==> config.mk <==
export PLATFORM = sky130hd
export DESIGN_NAME = tfc_tx_fifo_frame_end
export DESIGN_NICKNAME = d
export VERILOG_FILES = /design/src/verilog/tfc_pkg.sv /design/src/verilog/tfc_mem_if.sv /design/src/verilog/tfc_tx_fifo_frame_end.sv /design/src/verilog/tfc_queue_mem.sv
export SDC_FILE = /design/constraint.sdc
export NUM_CORES = 1
export LEC_CHECK = 0
export ABC_AREA = 1
export BUFFER_PORTS_ARGS = -buffer_cell sky130_fd_sc_hd__buf_2
export CAP_MARGIN = 0
export CORE_AREA = 2 2 231 176
export DETAILED_ROUTE_END_ITERATION = 10
export DIE_AREA = 0 0 233 178
export PLACE_DENSITY = 0.73
export SETUP_SLACK_MARGIN = 0.3
export SLEW_MARGIN = 20
export SYNTH_ARGS = -nofsm -noshare
export SYNTH_HDL_FRONTEND = slang
export SYNTH_SLANG_ARGS = --single-unit
==> constraint.sdc <==
create_clock -name hclk -period 3.23 [get_ports hclk]
set_clock_uncertainty 0.05 [all_clocks]
set_input_delay 0.323 -clock hclk [delete_from_list [all_inputs] [get_ports hclk]]
set_output_delay 0.323 -clock hclk [all_outputs]
set_load 0.1 [all_outputs]
==> src/verilog/tfc_pkg.sv <==
package tfc_pkg;
    // Register byte addresses, one aligned word each
    localparam logic [7:0] ADDR_CHAN_CMD = 8'h00;
    localparam logic [7:0] ADDR_TX_BYTE = 8'h04;
    localparam logic [7:0] ADDR_TX_WORD = 8'h08;
    localparam logic [7:0] ADDR_TX_INT_CTRL = 8'h0C;
    localparam logic [7:0] ADDR_TX_CMD_STATUS = 8'h10;
    localparam logic [7:0] ADDR_INT_CTRL = 8'h14;
    localparam logic [7:0] ADDR_DAISY_CHAIN = 8'h18;
    localparam logic [7:0] ADDR_CHAR_COUNTER = 8'h1C;
    localparam logic [7:0] ADDR_COUNT_RELOAD = 8'h20;
    localparam logic [7:0] ADDR_BUS_CONFIG = 8'h24;
    localparam logic [7:0] ADDR_TX_MODE = 8'h28;
    localparam logic [7:0] ADDR_CHAN_STATUS = 8'h2C;
    // Queue geometry
    localparam int FIFO_AW = 5;
    localparam int ENTRY_W = 9;
    localparam logic [5:0] FIFO_DEPTH = 6'h20;
    // Field positions
    localparam int SOFT_RESET_BIT = 10;
    localparam int CMD_LSB = 11;
    localparam int IUS_WRITE_BIT = 9;
    localparam int IUS_VALUE_BIT = 8;
    localparam int CHAN_SEL_ADDR_BIT = 6;
    // Command codes
    localparam logic [4:0] CMD_PURGE_TX = 5'h01;
    localparam logic [4:0] CMD_LOAD_COUNT = 5'h02;
    localparam logic [4:0] CMD_RESET_IUS = 5'h03;
    localparam logic [7:0] END_OF_FRAME_CMD = 8'h01;
    // Values after reset
    localparam logic [15:0] BUS_CONFIG_RESET = 16'h0000;
    localparam logic [15:0] COUNT_RESET = 16'h0000;
    localparam logic [4:0] REQ_LEVEL_RESET = 5'h00;
endpackage : tfc_pkg

==> src/verilog/tfc_mem_if.sv <==
interface tfc_mem_if;
    import tfc_pkg::*;
    logic we;
    logic [FIFO_AW-1:0] waddr;
    logic [ENTRY_W-1:0] wdata;
    logic [FIFO_AW-1:0] raddr;
    logic [ENTRY_W-1:0] rdata;
    modport ctrl (output we, output waddr, output wdata, output raddr, input rdata);
    modport mem (input we, input waddr, input wdata, input raddr, output rdata);
endinterface : tfc_mem_if

==> src/verilog/tfc_tx_fifo_frame_end.sv <==
// Operation
// Transmit data request holds while empty slots exceed the programmed level.
// Level 31 requests only when the transmit queue is fully empty.
// Level 01 requests once two queue slots are empty.
// Transmit interrupt control register shows the current empty-slot count.
// Clearing the transmit data enable stops the request.
// Writing the daisy chain register clears the pending flag.
// Load-count command copies the reload value into the character counter.
// Word write at count 0001 queues only the low byte.
// Character taking the count from 1 to 0 is tagged end of frame.
// Purge or load-count command arms control block reception.
// Control block is 32 bits; its last 16 bits become the count.
// A new control block is expected after each frame end.
// End-of-frame command tags the next written character.
// Host without counter writes the second-last character as a byte.
// Under-service flag clears by daisy chain upper write or command.
// Host clears the under-service flag at end of its service.
// After reset pin, next write goes to bus configuration register.
// Channel-select address line picks wait or acknowledge handshake.
// Soft reset: write reset bit one, then zero, resets channel.
// After reset registers read zero except mirrored pin bits and the empty-status bits.
// After reset empty bit and 32-empty level bit read one.
//
// Chosen here: the AHB-Lite interface to the registers and the placing of the registers.
module tfc_tx_fifo_frame_end
    import tfc_pkg::*;
(
    input wire logic hclk,
    input wire logic hresetn,
    input wire logic hsel,
    input wire logic [31:0] haddr,
    input wire logic [1:0] htrans,
    input wire logic hwrite,
    input wire logic [2:0] hsize,
    input wire logic hready,
    input wire logic [31:0] hwdata,
    output logic hreadyout,
    output logic hresp,
    output logic [31:0] hrdata,
    input wire logic tx_ready,
    output logic tx_valid,
    output logic [7:0] tx_char,
    output logic tx_eof,
    input wire logic [1:0] req_pin_n,
    output logic tx_data_req,
    output logic tx_int_req,
    output logic wait_ack_mode
);

    function automatic logic hit(input logic [7:0] a, input logic [7:0] r);
        return a == r;
    endfunction : hit

    logic dp_valid_ff, dp_write_ff, dp_chsel_ff;
    logic [7:0] dp_addr_ff;
    logic [31:0] hrdata_ff;
    logic [31:0] rd_val;
    logic hi_pend_ff;
    logic [7:0] hi_char_ff;
    logic bcr_wait_ff, wait_mode_ff, soft_rst_ff;
    logic [15:0] bcr_ff;
    logic [4:0] req_level_ff;
    logic tx_ie_ff, pending_ff, ius_ff;
    logic [15:0] cnt_ff, reload_ff;
    logic eof_next_ff, tcb_mode_ff, expect_tcb_ff, tcb_half_ff;
    logic [FIFO_AW-1:0] wr_ptr_ff, rd_ptr_ff;
    logic [5:0] mem_cnt_ff, occ_ff;
    logic fetch_ff, tx_valid_ff, tx_eof_ff;
    logic [7:0] tx_char_ff;
    logic [1:0] pin_meta_ff, pin_sync_ff;

    logic addr_phase, wr_now, reg_wr, chan_rst;
    logic [15:0] wd;
    logic wr_cmd, wr_txb, wr_txw, wr_tx_int_ctrl_reg, wr_tx_cmd_status_reg, wr_icr, wr_daisy_chain_ctrl_reg, wr_reload, wr_mode;
    logic cmd_go, purge, load_cnt, reset_ius;
    logic tag_now, push_lo, hi_go, push, fetch, tx_pop, tcb_word, tcb_done, cond;
    logic [5:0] empty_cnt;
    logic [ENTRY_W-1:0] push_entry;

    tfc_mem_if mif();

    tfc_queue_mem u_mem (
        .hclk(hclk),
        .hresetn(hresetn),
        .port(mif.mem)
    );

    // Address phase taken only on a ready, non-idle cycle
    assign addr_phase = hsel & hready & htrans[1];
    assign wd = hwdata[15:0];
    assign wr_now = dp_valid_ff & dp_write_ff & !hi_pend_ff;
    assign reg_wr = wr_now & !bcr_wait_ff;
    assign chan_rst = soft_rst_ff;

    // Write decode from the latched data-phase address
    assign wr_cmd = reg_wr & hit(dp_addr_ff, ADDR_CHAN_CMD);
    assign wr_txb = reg_wr & hit(dp_addr_ff, ADDR_TX_BYTE);
    assign wr_txw = reg_wr & hit(dp_addr_ff, ADDR_TX_WORD);
    assign wr_tx_int_ctrl_reg = reg_wr & hit(dp_addr_ff, ADDR_TX_INT_CTRL);
    assign wr_tx_cmd_status_reg = reg_wr & hit(dp_addr_ff, ADDR_TX_CMD_STATUS);
    assign wr_icr = reg_wr & hit(dp_addr_ff, ADDR_INT_CTRL);
    assign wr_daisy_chain_ctrl_reg = reg_wr & hit(dp_addr_ff, ADDR_DAISY_CHAIN);
    assign wr_reload = reg_wr & hit(dp_addr_ff, ADDR_COUNT_RELOAD);
    assign wr_mode = reg_wr & hit(dp_addr_ff, ADDR_TX_MODE);

    // Commands ignored while the channel sits in soft reset
    assign cmd_go = wr_cmd & !wd[SOFT_RESET_BIT] & !soft_rst_ff;
    assign purge = cmd_go & (wd[15:CMD_LSB] == CMD_PURGE_TX);
    assign load_cnt = cmd_go & (wd[15:CMD_LSB] == CMD_LOAD_COUNT);
    assign reset_ius = cmd_go & (wd[15:CMD_LSB] == CMD_RESET_IUS);

    // Character entry and end-of-frame tagging
    assign tag_now = eof_next_ff | (cnt_ff == 16'h0001);
    assign push_lo = (wr_txb | wr_txw) & !expect_tcb_ff & (occ_ff != FIFO_DEPTH);
    // High byte dropped once the low byte closed the frame
    assign hi_go = wr_txw & !expect_tcb_ff & (occ_ff < FIFO_DEPTH - 6'h01) & !tag_now;
    assign push = push_lo | hi_pend_ff;
    assign push_entry = {tag_now, hi_pend_ff ? hi_char_ff : wd[7:0]};
    assign tcb_word = wr_txw & expect_tcb_ff;
    assign tcb_done = tcb_word & tcb_half_ff;

    // Queue drain: one fetch in flight, output slot must be free
    assign tx_pop = tx_valid_ff & tx_ready;
    assign fetch = (mem_cnt_ff != 6'h00) & !fetch_ff & (!tx_valid_ff | tx_ready);
    assign mif.we = push;
    assign mif.waddr = wr_ptr_ff;
    assign mif.wdata = push_entry;
    assign mif.raddr = rd_ptr_ff;

    // Request threshold is level plus one empty slot
    assign empty_cnt = FIFO_DEPTH - occ_ff;
    assign cond = empty_cnt > {1'b0, req_level_ff};
    assign tx_data_req = cond & tx_ie_ff;
    assign tx_int_req = pending_ff & tx_ie_ff & !ius_ff;

    assign hreadyout = !hi_pend_ff;
    assign hresp = 1'b0;
    assign hrdata = hrdata_ff;
    assign tx_valid = tx_valid_ff;
    assign tx_char = tx_char_ff;
    assign tx_eof = tx_eof_ff;
    assign wait_ack_mode = wait_mode_ff;

    // Data-phase capture; frozen while a wait state runs
    always_ff @(posedge hclk or negedge hresetn)
    begin
        if (!hresetn)
        begin
            dp_valid_ff <= 1'b0;
            dp_write_ff <= 1'b0;
            dp_chsel_ff <= 1'b0;
            dp_addr_ff <= 8'h00;
        end
        else if (hreadyout)
        begin
            dp_valid_ff <= addr_phase;
            dp_write_ff <= hwrite;
            dp_chsel_ff <= haddr[CHAN_SEL_ADDR_BIT];
            dp_addr_ff <= haddr[7:0];
        end
    end

    // Read data sampled at the address phase, so reads need no wait
    always_comb
    begin
        rd_val = 32'h0000_0000;
        if (hit(haddr[7:0], ADDR_CHAN_CMD))
            rd_val = {21'h000000, soft_rst_ff, 10'h000};
        else if (hit(haddr[7:0], ADDR_TX_INT_CTRL))
            rd_val = {18'h00000, empty_cnt, 3'h0, req_level_ff};
        else if (hit(haddr[7:0], ADDR_TX_CMD_STATUS))
            rd_val = {29'h00000000, eof_next_ff, cond, occ_ff == 6'h00};
        else if (hit(haddr[7:0], ADDR_INT_CTRL))
            rd_val = {31'h00000000, tx_ie_ff};
        else if (hit(haddr[7:0], ADDR_DAISY_CHAIN))
            rd_val = {23'h000000, ius_ff, 7'h00, pending_ff};
        else if (hit(haddr[7:0], ADDR_CHAR_COUNTER))
            rd_val = {16'h0000, cnt_ff};
        else if (hit(haddr[7:0], ADDR_COUNT_RELOAD))
            rd_val = {16'h0000, reload_ff};
        else if (hit(haddr[7:0], ADDR_BUS_CONFIG))
            rd_val = {16'h0000, bcr_ff};
        else if (hit(haddr[7:0], ADDR_TX_MODE))
            rd_val = {29'h00000000, tcb_half_ff, expect_tcb_ff, tcb_mode_ff};
        else if (hit(haddr[7:0], ADDR_CHAN_STATUS))
            rd_val = {30'h00000000, pin_sync_ff};
    end

    always_ff @(posedge hclk or negedge hresetn)
    begin
        if (!hresetn)
            hrdata_ff <= 32'h0000_0000;
        else if (addr_phase && !hwrite)
            hrdata_ff <= rd_val;
    end

    // Second byte of a word write goes in one wait state later
    always_ff @(posedge hclk or negedge hresetn)
    begin
        if (!hresetn)
        begin
            hi_pend_ff <= 1'b0;
            hi_char_ff <= 8'h00;
        end
        else if (hi_pend_ff)
            hi_pend_ff <= 1'b0;
        else if (hi_go)
        begin
            hi_pend_ff <= 1'b1;
            hi_char_ff <= wd[15:8];
        end
    end

    // First write after the reset pin lands in bus configuration
    always_ff @(posedge hclk or negedge hresetn)
    begin
        if (!hresetn)
        begin
            bcr_wait_ff <= 1'b1;
            bcr_ff <= BUS_CONFIG_RESET;
            wait_mode_ff <= 1'b0;
        end
        else if (wr_now && bcr_wait_ff)
        begin
            bcr_wait_ff <= 1'b0;
            bcr_ff <= wd;
            wait_mode_ff <= dp_chsel_ff;
        end
    end

    // Reset bit holds the channel cleared until a zero write releases it
    always_ff @(posedge hclk or negedge hresetn)
    begin
        if (!hresetn)
            soft_rst_ff <= 1'b0;
        else if (wr_cmd)
            soft_rst_ff <= wd[SOFT_RESET_BIT];
    end

    // Pin mirrors; first stage feeds only the second
    always_ff @(posedge hclk or negedge hresetn)
    begin
        if (!hresetn)
        begin
            pin_meta_ff <= 2'h0;
            pin_sync_ff <= 2'h0;
        end
        else
        begin
            pin_meta_ff <= req_pin_n;
            pin_sync_ff <= pin_meta_ff;
        end
    end

    // Interrupt controls, pending and under-service flags
    always_ff @(posedge hclk or negedge hresetn)
    begin
        if (!hresetn)
        begin
            req_level_ff <= REQ_LEVEL_RESET;
            tx_ie_ff <= 1'b0;
            pending_ff <= 1'b0;
            ius_ff <= 1'b0;
        end
        else if (chan_rst)
        begin
            req_level_ff <= REQ_LEVEL_RESET;
            tx_ie_ff <= 1'b0;
            pending_ff <= 1'b0;
            ius_ff <= 1'b0;
        end
        else
        begin
            if (wr_tx_int_ctrl_reg)
                req_level_ff <= wd[4:0];
            if (wr_icr)
                tx_ie_ff <= wd[0];
            // Set wins over the clearing write
            if (tx_data_req)
                pending_ff <= 1'b1;
            else if (wr_daisy_chain_ctrl_reg)
                pending_ff <= 1'b0;
            if (reset_ius)
                ius_ff <= 1'b0;
            else if (wr_daisy_chain_ctrl_reg && wd[IUS_WRITE_BIT])
                ius_ff <= wd[IUS_VALUE_BIT];
        end
    end

    // Counter, end-of-frame command and control block tracking
    always_ff @(posedge hclk or negedge hresetn)
    begin
        if (!hresetn)
        begin
            cnt_ff <= COUNT_RESET;
            reload_ff <= COUNT_RESET;
            eof_next_ff <= 1'b0;
            tcb_mode_ff <= 1'b0;
            expect_tcb_ff <= 1'b0;
            tcb_half_ff <= 1'b0;
        end
        else if (chan_rst)
        begin
            cnt_ff <= COUNT_RESET;
            reload_ff <= COUNT_RESET;
            eof_next_ff <= 1'b0;
            tcb_mode_ff <= 1'b0;
            expect_tcb_ff <= 1'b0;
            tcb_half_ff <= 1'b0;
        end
        else
        begin
            if (wr_reload)
                reload_ff <= wd;
            if (wr_mode)
                tcb_mode_ff <= wd[0];
            if (load_cnt)
                cnt_ff <= reload_ff;
            else if (tcb_done)
                cnt_ff <= wd;
            else if (push && cnt_ff != 16'h0000)
                cnt_ff <= cnt_ff - 16'h0001;
            if (wr_tx_cmd_status_reg && wd[15:8] == END_OF_FRAME_CMD)
                eof_next_ff <= 1'b1;
            else if (push)
                eof_next_ff <= 1'b0;
            if (purge || load_cnt)
                expect_tcb_ff <= tcb_mode_ff;
            else if (tcb_done)
                expect_tcb_ff <= 1'b0;
            else if (push && tag_now && tcb_mode_ff)
                expect_tcb_ff <= 1'b1;
            if (purge || load_cnt)
                tcb_half_ff <= 1'b0;
            else if (tcb_word)
                tcb_half_ff <= !tcb_half_ff;
        end
    end

    // Queue pointers and occupancy
    always_ff @(posedge hclk or negedge hresetn)
    begin
        if (!hresetn)
        begin
            wr_ptr_ff <= '0;
            rd_ptr_ff <= '0;
            mem_cnt_ff <= 6'h00;
            occ_ff <= 6'h00;
        end
        else if (chan_rst || purge)
        begin
            wr_ptr_ff <= '0;
            rd_ptr_ff <= '0;
            mem_cnt_ff <= 6'h00;
            occ_ff <= 6'h00;
        end
        else
        begin
            if (push)
                wr_ptr_ff <= wr_ptr_ff + 1'b1;
            if (fetch)
                rd_ptr_ff <= rd_ptr_ff + 1'b1;
            mem_cnt_ff <= mem_cnt_ff + {5'h00, push} - {5'h00, fetch};
            occ_ff <= occ_ff + {5'h00, push} - {5'h00, tx_pop};
        end
    end

    // Output slot toward the transmitter, tag travels with the character
    always_ff @(posedge hclk or negedge hresetn)
    begin
        if (!hresetn)
        begin
            fetch_ff <= 1'b0;
            tx_valid_ff <= 1'b0;
            tx_char_ff <= 8'h00;
            tx_eof_ff <= 1'b0;
        end
        else if (chan_rst || purge)
        begin
            fetch_ff <= 1'b0;
            tx_valid_ff <= 1'b0;
        end
        else
        begin
            fetch_ff <= fetch;
            if (fetch_ff)
            begin
                tx_valid_ff <= 1'b1;
                tx_char_ff <= mif.rdata[7:0];
                tx_eof_ff <= mif.rdata[8];
            end
            else if (tx_pop)
                tx_valid_ff <= 1'b0;
        end
    end
endmodule : tfc_tx_fifo_frame_end

==> src/verilog/tfc_queue_mem.sv <==
module tfc_queue_mem
    import tfc_pkg::*;
(
    input wire logic hclk,
    input wire logic hresetn,
    tfc_mem_if.mem port
);
    logic [ENTRY_W-1:0] mem_array [0:(1<<FIFO_AW)-1];
    logic [ENTRY_W-1:0] rdata_ff;

    // Storage has no reset; only written slots are ever fetched
    always_ff @(posedge hclk)
    begin
        if (port.we)
        begin
            mem_array[port.waddr] <= port.wdata;
        end
    end

    // Registered read, one cycle behind the address
    always_ff @(posedge hclk or negedge hresetn)
    begin
        if (!hresetn)
        begin
            rdata_ff <= '0;
        end
        else
        begin
            rdata_ff <= mem_array[port.raddr];
        end
    end

    assign port.rdata = rdata_ff;
endmodule : tfc_queue_mem

### Yosys cells after proc, flatten, opt, wreduce, memory -nomap -nowiden

Memories as Yosys holds them, arrays and structs flattened. A register that Yosys moved wholly into a read port is not among the register bits.
Cells that the tools add are included.

| operators by class | value |
|---|---|
| $add $sub $neg | 8 |
| $mul | 0 |
| div/mod/pow operators | 0 |
| $lt $le $gt $ge | 2 |
| equality and inequality tests | 23 |
| shift operators | 0 |
| muxes and demuxes | 53 |
| bitwise operators | 38 |
| reductions and logical operators | 41 |

Operator list:

| kind | count |
|---|---|
| $mux 16 | 13 |
| $eq 8x5->1 const B | 7 |
| $eq 8x6->1 const B | 6 |
| $and 1x1->1 | 32 |
| $mux 32 | 1 |
| $mux 5 | 6 |
| $mux 1 | 28 |
| $eq 8x4->1 const B | 3 |
| $eq 16x1->1 const B | 1 |
| $logic_not 8->1 | 2 |
| $reduce_bool 16->1 | 1 |
| $sub 16x1->16 const B | 1 |
| $reduce_bool 3->1 | 5 |
| $add 6x1->6 | 2 |
| $logic_not 1->1 | 12 |
| $mux 6 | 2 |
| $reduce_bool 2->1 | 6 |
| $sub 6x1->6 | 2 |
| $add 5x1->5 const B | 2 |
| $eq 5x2->1 const B | 2 |
| $eq 8x1->1 const B | 1 |
| $eq 8x3->1 const B | 1 |
| $mux 8 | 1 |
| $reduce_bool 4->1 | 2 |
| 14 further kinds | 26 |

| word-level totals | value |
|---|---|
| register bits | 152 |
| bits in latches | 0 |
| memory bits (writable) | 288 |
| ROM bits | 0 |
| bits of input ports | 77 |
| output and inout bits | 47 |
| logic and storage cells | 197 |
| memories | 1 |

Memory list:

| name | depth | width | read ports | clocked after Yosys merged registers in | wr ports | RTL line | source |
|---|---|---|---|---|---|---|---|
| u_mem.mem_array | 32 | 9 | 1 | 1 | 1 | tfc_queue_mem.sv:8 | `logic [ENTRY_W-1:0] mem_array [0:(1<<FIFO_AW)-1];` |

### Logic depth before layout (Yosys ltp)

| logic depth | value |
|---|---|
| depth after elaboration | 14 |
| mapped depth | 21 |
| gate-level depth less buffers | 20 |

### Cells and area by module

A second synthesis with hierarchy kept.

| unflattened totals | value |
|---|---|
| cell total of the unflattened synthesis | 2072 |
| area total of the unflattened synthesis | 19854.0 µm² |

By module, submodules not included:

| module | times used | cells each | area an instance (µm²) | seq. area each (µm²) |
|---|---|---|---|---|
| tfc_queue_mem | 1 | 1029 | 12021.5 | 8873.5 |
| tfc_tx_fifo_frame_end | 1 | 1043 | 7832.5 | 3379.5 |

### Worst setup path after synthesis

No wires, ideal clock.

| timing | value |
|---|---|
| path kind | register -> register |
| start | reg occ_ff[1] |
| end | reg mem_cnt_ff[4] |
| library setup time | 120 ps |
| arrival time | 2698 ps |
| data required time | 3060 ps |
| path slack | 362 ps |
| stages on the path, launching flop included | 22 |
| path buffers | 1 |
| period minus slack after synthesis | 2868 ps |
| path through | dfrtp_1 -> inv_1 -> ha_1 -> nand2_1 -> inv_1 -> nand2_1 -> nand2_1 -> inv_1 -> nand3_1 -> nand2_1 -> buf_4 -> inv_1 -> ha_1 -> inv_1 -> ha_1 -> fa_1 -> nand2_1 -> inv_1 -> o21ai_0 -> nand2_1 -> xnor2_1 -> nor2_1 |

| on the way | value |
|---|---|
| cells in the longest elaborated chain, start to end | 6 |

Ends and longest elaborated chain:

| item | RTL line | source |
|---|---|---|
| from (decl) | tfc_tx_fifo_frame_end.sv:67 | `logic [5:0] mem_cnt_ff, occ_ff;` |
| from (signal assigned) | tfc_tx_fifo_frame_end.sv:364 | `occ_ff <= occ_ff + {5'h00, push} - {5'h00, tx_pop};` |
| $ne 6x6->1 | tfc_tx_fifo_frame_end.sv:114 | `assign push_lo = (wr_txb \| wr_txw) & !expect_tcb_ff & (occ_ff != FIFO_DEPTH);` |
| $and 1x1->1 | tfc_tx_fifo_frame_end.sv:114 |  |
| $or 1x1->1 | tfc_tx_fifo_frame_end.sv:117 | `assign push = push_lo \| hi_pend_ff;` |
| $add 6x1->6 | tfc_tx_fifo_frame_end.sv:363 | `mem_cnt_ff <= mem_cnt_ff + {5'h00, push} - {5'h00, fetch};` |
| $sub 6x1->6 | tfc_tx_fifo_frame_end.sv:363 |  |
| $mux 6 | tfc_tx_fifo_frame_end.sv:350 | `else if (chan_rst \|\| purge)` |
| to (signal assigned) | tfc_tx_fifo_frame_end.sv:363 |  |
| to (decl) | tfc_tx_fifo_frame_end.sv:67 |  |

Every way passes these cells.
A chain may end at the register's enable or synchronous reset.

### Worst setup path after layout

| timing | value |
|---|---|
| start | reg occ_ff[1] |
| end | out tx_data_req |

| on the way | value |
|---|---|
| cells in the longest elaborated chain, start to end | 3 |

Ends and longest elaborated chain:

| item | RTL line | source |
|---|---|---|
| $sub 6x6->6 | tfc_tx_fifo_frame_end.sv:131 | `assign empty_cnt = FIFO_DEPTH - occ_ff;` |
| $gt 6x5->1 | tfc_tx_fifo_frame_end.sv:132 | `assign cond = empty_cnt > {1'b0, req_level_ff};` |
| $and 1x1->1 | tfc_tx_fifo_frame_end.sv:133 | `assign tx_data_req = cond & tx_ie_ff;` |
| to (decl) | tfc_tx_fifo_frame_end.sv:45 | `output logic tx_data_req,` |

Every way passes these cells.

==> impl_metrics.json <==
{
  "status": "finished, final reports clean",
  "drc": 0,
  "wire_per_inst_um": 19.67,
  "grt_pass1_vias": 14000,
  "crit_family": "simple AND/OR/NAND/NOR gates",
  "vias_per_cell": 5.685,
  "power.density_mw_per_mm2": 736.0,
  "gr-total-overflow": 0,
  "met1_usage_pct": 37.00,
  "tightest_slew_ps": 909.5,
  "layout-drive-gt1-share_pct": 14.61,
  "startpoint_type": "flip-flop",
  "die_y_um": 178,
  "tns_ps": 0,
  "cts_tree": "built",
  "fillerInstances": 3185,
  "synth_commonest_cells": "nand2_1 (380), nor2_1 (299), edfxtp_1 (288)",
  "yosysMostFrequentCell": "nand2_1",
  "setup_viol_count_final": 0,
  "cts_buffer_depth": 3,
  "grt_use_met3_pct": 5.946,
  "drt-initial-drc-count": 1811,
  "die_width_um": 233,
  "synth_top_cell_by_area": "edfxtp_1",
  "cts_root_buffer": "clkbuf_16",
  "num_rows": 63,
  "worst_ir_drop_vdd_mv": 0.5342,
  "drv_cap": 0,
  "multiInputGateArea_mm2": 0.006437,
  "path_class": "reg -> out",
  "path_buf_inv": 5,
  "critPathSlowestCell": "dfrtp_1",
  "synth_area_leaders": "edfxtp_1 (44%), dfrtp_1 (18%), nand2_1 (7.3%)",
  "diodes": 0,
  "drv_slew": 0,
  "portBuffers": 62,
  "clkTransAtPathRegs_ps": 60,
  "antenna_found_initial": 0,
  "fin_util_pct": 57.22,
  "gr-usage-all-layers_pct": 24.84,
  "yosys_warnings": 0,
  "synth_top_area_share_pct": 44.41,
  "cts_made_buffers": 42,
  "synth-async-reset-ratio_pct": 33.33,
  "first_pass_iters": 8,
  "timing.hold.ws_ps": 34.01,
  "grt_pass1_wl_um": 78930,
  "io_pins": 124,
  "place_congestion": 0.9667,
  "syn_area_mm2": 0.01947,
  "hold_viol": 0,
  "initial_core_util_pct": 49.71,
  "slowest_delay_ps": 400,
  "rsz0062_at_grt": "yes",
  "arrival_ps": 2600,
  "p_leak_nw": 9.092,
  "grt_max_degree": 147,
  "dp_hpwl_um": 32590,
  "synth_edf_count": 288,
  "syn_inst": 1944,
  "period_share_pct": 91.99,
  "grt_busiest_layer": "met1",
  "clk_latency_ps": 560,
  "end_kind": "output pin",
  "fin_nets": 2168,
  "core_mm2": 0.03918,
  "synth-seq-area-share_pct": 62.92,
  "synth_area_per_cell_um2": 10.02,
  "worstPathCellList": "inv_2, ha_4, inv_2, nor2_4, xor2_4, ha_4, nand2_2, inv_2, o21ai_2, nand3_2, nand2_2, nand2_2, nand2_2, inv_2, buf_12",
  "routed_wl_um": 51290,
  "crit_required_ps": 2860,
  "ant_nets": 0,
  "period_minus_slack_ps": 2971,
  "yosysUniqueCellTypes": 43,
  "synthToLayoutAreaGrowth_pct": 15.11,
  "grt_use_met2_pct": 36.74,
  "seqCellArea_mm2": 0.01226,
  "crit_fanout": 2,
  "synth-main-ff-cell": "edfxtp_1",
  "cts.sinks": 432,
  "fmax_ghz": 0.3366,
  "vias": 14820,
  "cts.htree.levels": 2,
  "ys_ff_latch": 432,
  "dieArea_mm2": 0.04147,
  "max_slew_margin_pct": 39.30,
  "min_path_type": "in -> reg"
}
-- per-stage QoR --
stage | setup WS [ps] | instance area (um2) | total power [mW] | instances
after global placement | 244.1 | 20630 | 11.01 | 2508
after floorplan | 362.3 | 19530 | 9.906 | 1960
after detailed placement | 223.9 | 20630 | 11.17 | 2508
after CTS | 211.7 | 22250 | 16.29 | 2600
after global routing | 157.7 | 22420 | 17.34 | 2607
final | 258.7 | 22420 | 16.50 | 2607
-- layout by cell type (no fill, tap or decap), types with 7 or more instances in the layout --
cell type and n:
nor2_1 297, clkbuf_16 42, xor2_1 9, clkbuf_1 7, nor3_1 10, o211ai_1 25, ha_1 28, o21ai_1 12
conb_1 17, a21oi_1 22, buf_4 78, nand2_1 373, clkinv_1 11, nand4_1 22, a31oi_1 8, buf_2 60
inv_1 114, nand3_1 86, o21ai_0 217, nand2_2 11, clkinv_2 10, dlygate4sd3_1 11, o221ai_1 8, inv_2 18
edfxtp_1 288, o21ai_2 27, o22ai_1 62, nor2_2 8, dfrtp_1 140
-- flip-flops by register name (all words and copies together), names as in the netlist, 2 cells and up --
register	cells
bcr_ff	16
cnt_ff	16
dp_addr_ff	8
hi_char_ff	8
hrdata	16
mem_cnt_ff	6
mif.raddr	5
mif.waddr	5
occ_ff	6
pin_meta_ff	2
pin_sync_ff	2
reload_ff	16
req_level_ff	5
tx_char	8
u_mem.mem_array	288
u_mem.port.rdata	9
-- worst reg2reg max path: stages, from the launching register on --
cell and delay, ps:
dfrtp_1 370, inv_2 70, buf_6 120, ha_4 170
nand2_4 90, inv_4 40, nand2_2 60, nand2_1 50
inv_1 60, nand3_2 80, nand2_2 100, inv_4 60
ha_4 260, inv_2 40, ha_4 150, fa_2 400
inv_2 70, nor2_2 40, o21ai_1 140, nand2_1 90
xor2_1 160, nor2_1 50
-- routing by layer --
layer  vias to the layer above  part of all wire (%)
met5                         -                     0
met4                         0                   2.0
met3                        84                    11
met2                       771                    44
met1                      7131                    43
li1                       6836                     -
-- logic make-up (layout without fill, tap and decap cells) --
kind of cell               after synthesis  count (layout)  synth area share, %
xor gates and xnor gates                17              17               0.7646
DFF                                    432             432                62.92
buffers and inverters                  247             374                5.326
other                                    1              17              0.01926
and+or+nand+nor                        823             823                17.23
adders and majority gates               37              37                2.454
AOI/OAI and AO/OA                      387             387                11.29
-- final timing paths --
check | end | slack (ps) | cells past startpoint | from
worst max register to register | occ_ff[4] | 400 | 21 | occ_ff[1]
worst min-delay path | dp_valid_ff | 30 | 3 | hready
min in group asynchronous | hrdata[6] | 270 | 2 | hresetn
worst max-delay path | tx_data_req | 260 | 15 | occ_ff[1]
worst min register to register | pin_sync_ff[1] | 300 | 0 | pin_meta_ff[1]
max in group asynchronous | bcr_wait_ff | 2050 | 3 | hresetn
-- cell type report --
class / count / area share (%)
Clock buffer: 50 / 4.867
Multi-Input combinational cell: 1281 / 28.72
Inverter: 140 / 2.372
Timing Repair Buffer: 157 / 5.040
Sequential cell: 432 / 54.69
Clock inverter: 27 / 1.412
Tap cell: 520 / 2.902
-- power by group --
group	switching [mW]	internal (mW)	total (mW)
sequential	0.235	6.21	6.45
clock	2.12	2.92	5.05
combinational	3.48	1.53	5.01
total	5.84	10.7	16.5
-- repair_timing --
item	CTS	global route
endpoints found under the hold margin	75	0
resized for setup	25	30
hold buffers	11	0
endpoints found under the setup margin	3	5
setup buffers	4	7
pin swaps	8	19
gates cloned	0	0
Note: power is estimated with default switching activity, not from simulation.
